File: config.mk
export PLATFORM = sky130hd
export DESIGN_NAME = pssi_top
export DESIGN_NICKNAME = d
export VERILOG_FILES = /design/src/pssi_pkg.sv /design/src/pssi_led.sv /design/src/pssi_top.sv
export VERILOG_INCLUDE_DIRS = /design/src
export SDC_FILE = /design/constraint.sdc
export NUM_CORES = 1
export LEC_CHECK = 0
export ABC_CLOCK_PERIOD_IN_PS = 6500
export BUFFER_PORTS_ARGS = -buffer_cell sky130_fd_sc_hd__buf_2
export CORE_MARGIN = 3
export CORE_UTILIZATION = 57
export CTS_BUF_LIST = sky130_fd_sc_hd__clkbuf_2 sky130_fd_sc_hd__clkbuf_4 sky130_fd_sc_hd__clkbuf_8
export DETAILED_ROUTE_END_ITERATION = 16
export GPL_TIMING_DRIVEN = 0
export PLACE_DENSITY = 0.88
export SLEW_MARGIN = 10
export SYNTH_ARGS = -nofsm -noshare
export SYNTH_HDL_FRONTEND = slang
export SYNTH_HIERARCHICAL = 1
export SYNTH_SLANG_ARGS = --single-unit
export TNS_END_PERCENT = 50
File: constraint.sdc
create_clock -name ref_clk -period 6.5 [get_ports ref_clk]
set_input_delay 1.3 -clock ref_clk [delete_from_list [all_inputs] [get_ports ref_clk]]
set_output_delay 1.3 -clock ref_clk [all_outputs]
set_load 0.005 [all_outputs]
File: src/pssi_regs.svh
// Constants of the power-state and status-indication block.
// Assumes a single 250 MHz reference clock; included by the package.
`ifndef PSSI_REGS_SVH
`define PSSI_REGS_SVH
`define PSSI_CLK_MHZ 250
`define PSSI_HH_HOLD_MS 500
`define PSSI_HH_HOLD_CYC (`PSSI_HH_HOLD_MS * 1000 * `PSSI_CLK_MHZ)
`define PSSI_TRIM_W 5
`define PSSI_TRIM_RST 5'h10
`define PSSI_TRIM_MIN 5'h01
`define PSSI_BRIGHT_W 4
`define PSSI_SEQ_W 16
`define PSSI_STEP_CYC 32'h00fffff
`define PSSI_NUM_IND 6
`endif

File: src/pssi_pkg.sv
// Types shared by the power-state and status-indication block.
// Assumes pssi_regs.svh for widths.
`include "pssi_regs.svh"
package pssi_pkg;
  typedef enum logic [2:0] {
    PSSI_ST_DEEP = 3'h0,
    PSSI_ST_POWERON = 3'h1,
    PSSI_ST_STANDBY = 3'h2,
    PSSI_ST_LIGHT = 3'h3,
    PSSI_ST_ACCESS = 3'h4,
    PSSI_ST_LINK = 3'h5
  } pssi_state_t;
  typedef enum logic [1:0] {
    PSSI_MODE_APP = 2'h0,
    PSSI_MODE_NVWR = 2'h1,
    PSSI_MODE_FWWR = 2'h2
  } pssi_mode_t;
  // Indicator conditions, one bit each: standby, linkback, lowbat, inquiry, link, page
  typedef struct packed {
    logic standby;
    logic link_back;
    logic low_batt;
    logic inquiry;
    logic link;
    logic page;
  } pssi_ind_t;
  // Host or automatic events that steer the state machine
  typedef struct packed {
    logic go_access;
    logic go_link;
    logic go_standby;
    logic go_light;
  } pssi_cmd_t;
endpackage : pssi_pkg

File: src/pssi_led.sv
// LED sequencer: plays a 16-step on/off pattern with 16-level PWM brightness.
// Assumes pattern words and brightness are stable configuration from the main block.
`timescale 1ns/1ns
`default_nettype none
module pssi_led
  import pssi_pkg::*;
(
  input wire logic ref_clk,
  input wire logic reset_n,
  input wire logic [`PSSI_SEQ_W-1:0] pattern,
  input wire logic [`PSSI_BRIGHT_W-1:0] brightness,
  output logic led_on
);
  logic [31:0] step_cnt_r, step_cnt_nxt;
  logic [3:0] step_r, step_nxt;
  logic [3:0] pwm_r, pwm_nxt;
  logic led_nxt;
  // ==========================================================
  // Step timer, PWM phase and the registered LED drive
  always_comb begin
    step_cnt_nxt = step_cnt_r + 32'h1;
    step_nxt = step_r;
    pwm_nxt = pwm_r + 4'h1;
    if (step_cnt_r == `PSSI_STEP_CYC) begin
      step_cnt_nxt = 32'h0;
      step_nxt = step_r + 4'h1;
    end
    // Brightness 0 is dimmest but still visible, so compare with <=
    led_nxt = pattern[step_r] && (pwm_r <= brightness);
  end
  always_ff @(posedge ref_clk or negedge reset_n) begin
    if (!reset_n) begin
      step_cnt_r <= 32'h0;
      step_r <= 4'h0;
      pwm_r <= 4'h0;
      led_on <= 1'b0;
    end else begin
      step_cnt_r <= step_cnt_nxt;
      step_r <= step_nxt;
      pwm_r <= pwm_nxt;
      led_on <= led_nxt;
    end
  end
endmodule : pssi_led
`default_nettype wire

File: src/pssi_top.sv
// Power-state machine, status encoding and LED indication of the module.
// Assumes the button, wake, reset and strap pins are asynchronous to ref_clk;
// host commands and link status come from same-clock logic.
`timescale 1ns/1ns
`default_nettype none
module pssi_top
  import pssi_pkg::*;
(
  input wire logic ref_clk,
  input wire logic reset_n,
  input wire logic ext_reset_n_in,
  input wire logic watchdog_timer_expired,
  input wire logic power_button_in,
  input wire logic wake_n_in,
  input wire logic config_strap_a,
  input wire logic config_strap_b,
  input wire logic config_strap_c,
  input wire logic nv_manual_mode,
  input wire logic nv_write_en,
  input wire logic nv_manual_wdata,
  input wire logic [`PSSI_TRIM_W-1:0] nv_trim_wdata,
  input wire logic [`PSSI_BRIGHT_W-1:0] nv_bright_wdata,
  input wire pssi_cmd_t host_cmd,
  input wire pssi_cmd_t auto_evt,
  input wire logic uart_busy,
  input wire pssi_ind_t ind_req,
  input wire logic [`PSSI_NUM_IND*`PSSI_SEQ_W-1:0] ind_patterns,
  output logic status_out_a,
  output logic status_out_b,
  output logic indicator_led_out,
  output logic [`PSSI_TRIM_W-1:0] xtal_trim,
  output pssi_mode_t op_mode,
  output logic manual_active,
  output pssi_state_t power_state
);
  // ==========================================================
  // Input synchronisers
  // Two flops each; the first stage feeds only the second.
  logic [3:0] sync1_r, sync2_r;
  always_ff @(posedge ref_clk or negedge reset_n) begin
    if (!reset_n) begin
      sync1_r <= 4'hf;
      sync2_r <= 4'hf;
    end else begin
      sync1_r <= {ext_reset_n_in, power_button_in, wake_n_in, 1'b1};
      sync2_r <= sync1_r;
    end
  end
  logic ext_rst_n_s, btn_s, wake_n_s;
  assign ext_rst_n_s = sync2_r[3];
  assign btn_s = sync2_r[2];
  assign wake_n_s = sync2_r[1];

  // Straps pass two flops too. No reset here: the flops keep tracking the pins
  // during reset, so the value caught on the first edge after release is real
  logic [2:0] strap1_r, strap2_r;
  always_ff @(posedge ref_clk) begin
    strap1_r <= {config_strap_a, config_strap_b, config_strap_c};
    strap2_r <= strap1_r;
  end

  // ==========================================================
  // Internal power-on reset: pin reset, external reset or watchdog
  logic por_r;
  logic por_nxt;
  always_comb begin
    por_nxt = !ext_rst_n_s || watchdog_timer_expired;
  end
  always_ff @(posedge ref_clk or negedge reset_n) begin
    if (!reset_n) begin
      por_r <= 1'b1;
    end else begin
      por_r <= por_nxt;
    end
  end

  // ==========================================================
  // Mode decode and nonvolatile configuration
  function automatic pssi_mode_t decode_mode(input logic [2:0] s);
    if (s == 3'b001) begin
      decode_mode = PSSI_MODE_FWWR;
    end else if (s == 3'b011 || s == 3'b010) begin
      decode_mode = PSSI_MODE_NVWR;
    end else begin
      decode_mode = PSSI_MODE_APP;
    end
  endfunction : decode_mode

  logic caught_r, caught_nxt;
  pssi_mode_t mode_r, mode_nxt;
  logic nv_manual_r, nv_manual_nxt;
  logic manual_r, manual_nxt;
  logic [`PSSI_TRIM_W-1:0] trim_r, trim_nxt;
  logic [`PSSI_BRIGHT_W-1:0] bright_r, bright_nxt;
  // Straps caught on the first cycle out of reset; later writes gated by mode
  always_comb begin
    caught_nxt = 1'b1;
    mode_nxt = mode_r;
    nv_manual_nxt = nv_manual_r;
    manual_nxt = manual_r;
    trim_nxt = trim_r;
    bright_nxt = bright_r;
    if (!caught_r) begin
      mode_nxt = decode_mode(strap2_r);
      manual_nxt = nv_manual_mode;
      nv_manual_nxt = nv_manual_mode;
    end
    if (nv_write_en && mode_r == PSSI_MODE_NVWR && caught_r) begin
      nv_manual_nxt = nv_manual_wdata;
      bright_nxt = nv_bright_wdata;
      // Code 0 is not a usable trim step
      trim_nxt = (nv_trim_wdata < `PSSI_TRIM_MIN) ? `PSSI_TRIM_MIN : nv_trim_wdata;
    end
    if (por_r) begin
      caught_nxt = 1'b0;
    end
  end
  always_ff @(posedge ref_clk or negedge reset_n) begin
    if (!reset_n) begin
      caught_r <= 1'b0;
      mode_r <= PSSI_MODE_APP;
      nv_manual_r <= 1'b0; // Automatic machine by default
      manual_r <= 1'b0;
      trim_r <= `PSSI_TRIM_RST;
      bright_r <= 4'hf;
    end else begin
      caught_r <= caught_nxt;
      mode_r <= mode_nxt;
      nv_manual_r <= nv_manual_nxt;
      manual_r <= manual_nxt;
      trim_r <= trim_nxt;
      bright_r <= bright_nxt;
    end
  end

  // ==========================================================
  // Power state machine
  pssi_state_t state_r, state_nxt;
  pssi_cmd_t cmd;
  // Host-commanded machine ignores the automatic event source entirely
  assign cmd = manual_r ? host_cmd : auto_evt;
  always_comb begin
    state_nxt = state_r;
    case (state_r)
      PSSI_ST_DEEP: begin
        if (btn_s) begin
          state_nxt = PSSI_ST_POWERON;
        end
      end
      PSSI_ST_POWERON: begin
        state_nxt = PSSI_ST_STANDBY;
      end
      PSSI_ST_STANDBY: begin
        if (cmd.go_access) begin
          state_nxt = PSSI_ST_ACCESS;
        end else if (cmd.go_light) begin
          state_nxt = PSSI_ST_LIGHT;
        end
      end
      PSSI_ST_LIGHT: begin
        if (!wake_n_s || cmd.go_standby) begin
          state_nxt = PSSI_ST_STANDBY;
        end
      end
      PSSI_ST_ACCESS: begin
        if (cmd.go_link) begin
          state_nxt = PSSI_ST_LINK;
        end else if (cmd.go_standby) begin
          state_nxt = PSSI_ST_STANDBY;
        end
      end
      PSSI_ST_LINK: begin
        if (cmd.go_standby) begin
          state_nxt = PSSI_ST_STANDBY;
        end
      end
      default: begin
        state_nxt = PSSI_ST_POWERON;
      end
    endcase
    // Button low overrides all; nothing else reaches deep sleep
    if (!btn_s) begin
      state_nxt = PSSI_ST_DEEP;
    end else if (por_r) begin
      state_nxt = PSSI_ST_POWERON;
    end
  end
  always_ff @(posedge ref_clk or negedge reset_n) begin
    if (!reset_n) begin
      state_r <= PSSI_ST_POWERON;
    end else begin
      state_r <= state_nxt;
    end
  end

  // ==========================================================
  // Status outputs: one decode, both bits registered in the same edge
  // so the host never sees a half-updated pair.
  function automatic logic [1:0] status_code(input pssi_state_t s, input logic busy);
    case (s)
      PSSI_ST_ACCESS: status_code = 2'b10;
      PSSI_ST_LINK: status_code = busy ? 2'b01 : 2'b00;
      default: status_code = 2'b11;
    endcase
  endfunction : status_code
  logic [1:0] stat_r, stat_nxt;
  always_comb begin
    stat_nxt = status_code(state_nxt, uart_busy);
  end
  always_ff @(posedge ref_clk or negedge reset_n) begin
    if (!reset_n) begin
      stat_r <= 2'b11;
    end else begin
      stat_r <= stat_nxt;
    end
  end
  assign status_out_a = stat_r[1];
  assign status_out_b = stat_r[0];

  // ==========================================================
  // LED indication: highest set condition index with a nonzero pattern wins; dark in deep sleep
  logic [`PSSI_SEQ_W-1:0] pat_sel;
  always_comb begin
    pat_sel = '0;
    for (int i = 0; i < `PSSI_NUM_IND; i++) begin
      if (ind_req[`PSSI_NUM_IND-1-i] && pat_sel == '0) begin
        pat_sel = ind_patterns[(`PSSI_NUM_IND-1-i)*`PSSI_SEQ_W +: `PSSI_SEQ_W];
      end
    end
    if (state_r == PSSI_ST_DEEP) begin
      pat_sel = '0;
    end
  end
  pssi_led u_led (
    .ref_clk(ref_clk),
    .reset_n(reset_n),
    .pattern(pat_sel),
    .brightness(bright_r),
    .led_on(indicator_led_out)
  );

  assign xtal_trim = trim_r;
  assign op_mode = mode_r;
  assign manual_active = manual_r;
  assign power_state = state_r;
endmodule : pssi_top
`default_nettype wire

==> out/results.txt <==
hold-fix buffer count after cts = 0
antenna viol nets, final = 0
Core Region = 0.007447 mm^2
M1 GR Usage = 38.81%
DRC Markers = 0
worst slew pin tran = 796.2 ps
Routed WL per cell = 19.75 um
count leader, synth = nand2_1
Setup TNS = 0 ps
max_slew headroom = 46.92%
CP required = 6720 ps
crit path max fanout = 10
clock network power share = 32.6%
Yosys top cell area share = 28.48%
Die W = 94.66 um
Avg Vias per Cell = 6.266
initial antenna violation count = 0
met2 Use GR = 55.55%
ratio of final minimum period to clock period = 77.30%
Post-Syn Nets = 606
Max Freq = 199.0 MHz
ys flop type = dfrtp_1
Worst R2R Setup Slack = 3530 ps
synth warn = 6
Net Sw Frac = 30.03%
post-synthesis register bit count = 72
Distinct cells, synth = 69
dpl cells = 710
Via Count = 4,549
Die Area = 0.008961 mm^2
Setup crit end kind = register
final setup margin = 1476 ps
post-CTS setup buffer count = 0
Max Clock Skew = 13.77 ps
Pins Over Slew Limit = 0
Pleak = 2.559 nW
run status = finished clean
largest net degree at the start of global routing = 67
top cells by count, synth = nand2_1 (56), dfrtp_1 (51), nor2_1 (39), o21ai_1 (16), xnor2_1 (16)
H-tree depth = 3
MaxCap Viol Count = 0
Root Driver = clkbuf_8
PortBufs = 144
Arrival @ worst endpoint = 5240 ps
clock sinks = 72
PD cells = 185.1 mW/mm^2
GR peak layer = met2
Max clock buf depth = 2
layout cells sized above 1 = 35.41%
Comb power frac = 19.4%
NumNets Final = 761
number of I/O pins = 146
area grow syn2layout = 23.01%
Clock transition at path regs = 90 ps
Crit Path Class = in -> reg
Skew-Pair Late Insertion Delay = 350 ps
asr flop ratio synth = 91.67%
Global Route Usage Sum = 32.71%
first-pass GRT wire length = 22,540 um
Critical Path Source Type = primary input
HPWL Detailed = 11,310 um
CTS tree = built
Reg power frac = 48.0%
Tightest Hold Check Type = reg -> reg
Post-Layout Cell Count = 726
GP Congestion = 0.9890
Cells after Synth = 467
diode count = 0
Internal Pwr Total = 713.8 uW
Synth Area per Inst = 9.594 um^2
cts repair resizes = 0
Vert. Die Dim = 94.66 um
synth top area cells = dfrtp_1 (28%), dfstp_2 (8.8%), nand2_1 (4.7%)
vias in the first global route = 4,609
Routed WL = 14,340 um
cell taking the most area after synthesis = dfrtp_1
GR Overflow Total = 0
cell area after placement = 0.005328 mm^2
fillers = 559
Post-synth EDFFs = 0
Final Hold Viols = 0
met3 Usage GRT = 8.367%
Rows = 31
Switch Pwr = 306.3 uW
Final min period = 5024 ps
first-pass detailed-route iteration total = 8
final setup fails = 0
pre-CTS setup slack = 1246 ps
Post-Syn Area = 0.004481 mm^2
RSZ-0062 raised after global routing = no
CTS Buf Count = 9
sequential area share after synthesis = 39.96%
Starting DRT DRC Count = 403
peak supply drop = 0.0001448 V
Initial Utilization = 60.16%
post-route cell area = 0.005512 mm^2
==> flip-flops by register name, summed over array words and instances, names as in the netlist <==
name,flops
power_state,3
u_led/step_cnt_r,32
xtal_trim,5
sync2_r,3
bright_r,4
u_led/led_on,1
por_r,1
sync1_r,3
manual_active,1
strap1_r,3
u_led/step_r,4
stat_r,2
op_mode,2
caught_r,1
u_led/pwm_r,4
strap2_r,3
==> per-layer routing <==
metal / wire length [um] / vias up
met4: 548 / 0
li1: - / 2073
met5: 0 / -
met3: 1373 / 52
met1: 5196 / 2170
met2: 7222 / 254
==> placed cells by master (no fill, tap or decap), types with 4 or more instances in the layout <==
master and instances:
buf_2 145, nand2_1 56, dfrtp_1 51, nor2_1 39, o21ai_1 16, xnor2_1 16
nor4_1 15, dfstp_2 15, xor2_1 15, and3_1 12, o21ai_0 12, mux2_2 12
a21oi_1 12, a222oi_1 12, a31oi_1 12, nand3_1 11, inv_1 10, nor3_1 10
nand4_1 10, clkbuf_1 9, a211oi_1 9, or3_1 9, clkbuf_8 9, ha_1 7
or4_1 6, a211o_1 6, dfxtp_1 6, mux2i_1 5, a22o_1 4, nand2b_1 4
mux4_2 4
==> through the flow <==
stage	util [%]	power (mW)	hold WS [ps]
after floorplan	-	0.5904	309.6
after global placement	71.51	0.6842	311.9
after detailed placement	71.54	0.6909	326.9
after CTS	74.01	1.021	330.9
after global routing	74.01	1.059	340.3
final	74.01	1.020	328.5
==> worst max-delay path, cell delays in order <==
cell and delay, ps:
buf_2 150, o41ai_1 570, nand2_1 250, a211oi_1 440, and4b_1 260, buf_6 140
a2111oi_4 330, a211o_1 320, buf_2 250, o21ai_1 100, mux4_2 470, mux2_2 270
o21ai_0 290, a21oi_1 90
==> final timing paths <==
kind                       cells after the start             start              endpoint
max                                           14  ind_patterns[85]          u_led/led_on
min                                            0       strap1_r[2]           strap2_r[2]
max reg2reg                                   10    power_state[2]          u_led/led_on
min reg2reg                                    0       strap1_r[2]           strap2_r[2]
max in group asynchronous                      1           reset_n  u_led/step_cnt_r[25]
min in group asynchronous                      1           reset_n         manual_active
==> area by class of cell <==
class                           instances  area, um^2  share of cell area, %
Multi-Input combinational cell        366        2527                  45.86
Timing Repair Buffer                  144       723.2                  13.12
Inverter                               10       37.54                 0.6810
Clock buffer                            9       123.9                  2.247
Clock inverter                          7       60.06                  1.090
Sequential cell                        72        1790                  32.49
Buffer                                 19       125.1                  2.270
Tap cell                               99       123.9                  2.247
==> kinds of logic (layout without fill, tap and decap cells) <==
group / Yosys count / after routing / share of synthesized area, %
simple gates: 199 / 199 / 24.27
compound gates: 107 / 107 / 17.62
flops: 72 / 72 / 39.96
xor+xnor: 32 / 32 / 6.423
buf+inv: 29 / 189 / 3.630
mux: 21 / 21 / 6.144
fa+ha+maj: 7 / 7 / 1.955
==> power groups by stage <==
stage | logic (mW) | registers (mW) | clock network (mW)
finish | 0.198 | 0.490 | 0.333
global route | 0.215 | 0.492 | 0.353
CTS | 0.194 | 0.490 | 0.338
detailed placement | 0.193 | 0.498 | 0
global placement | 0.188 | 0.496 | 0
floorplan | 0.0939 | 0.497 | 0
(Power assumes the default switching activity.)
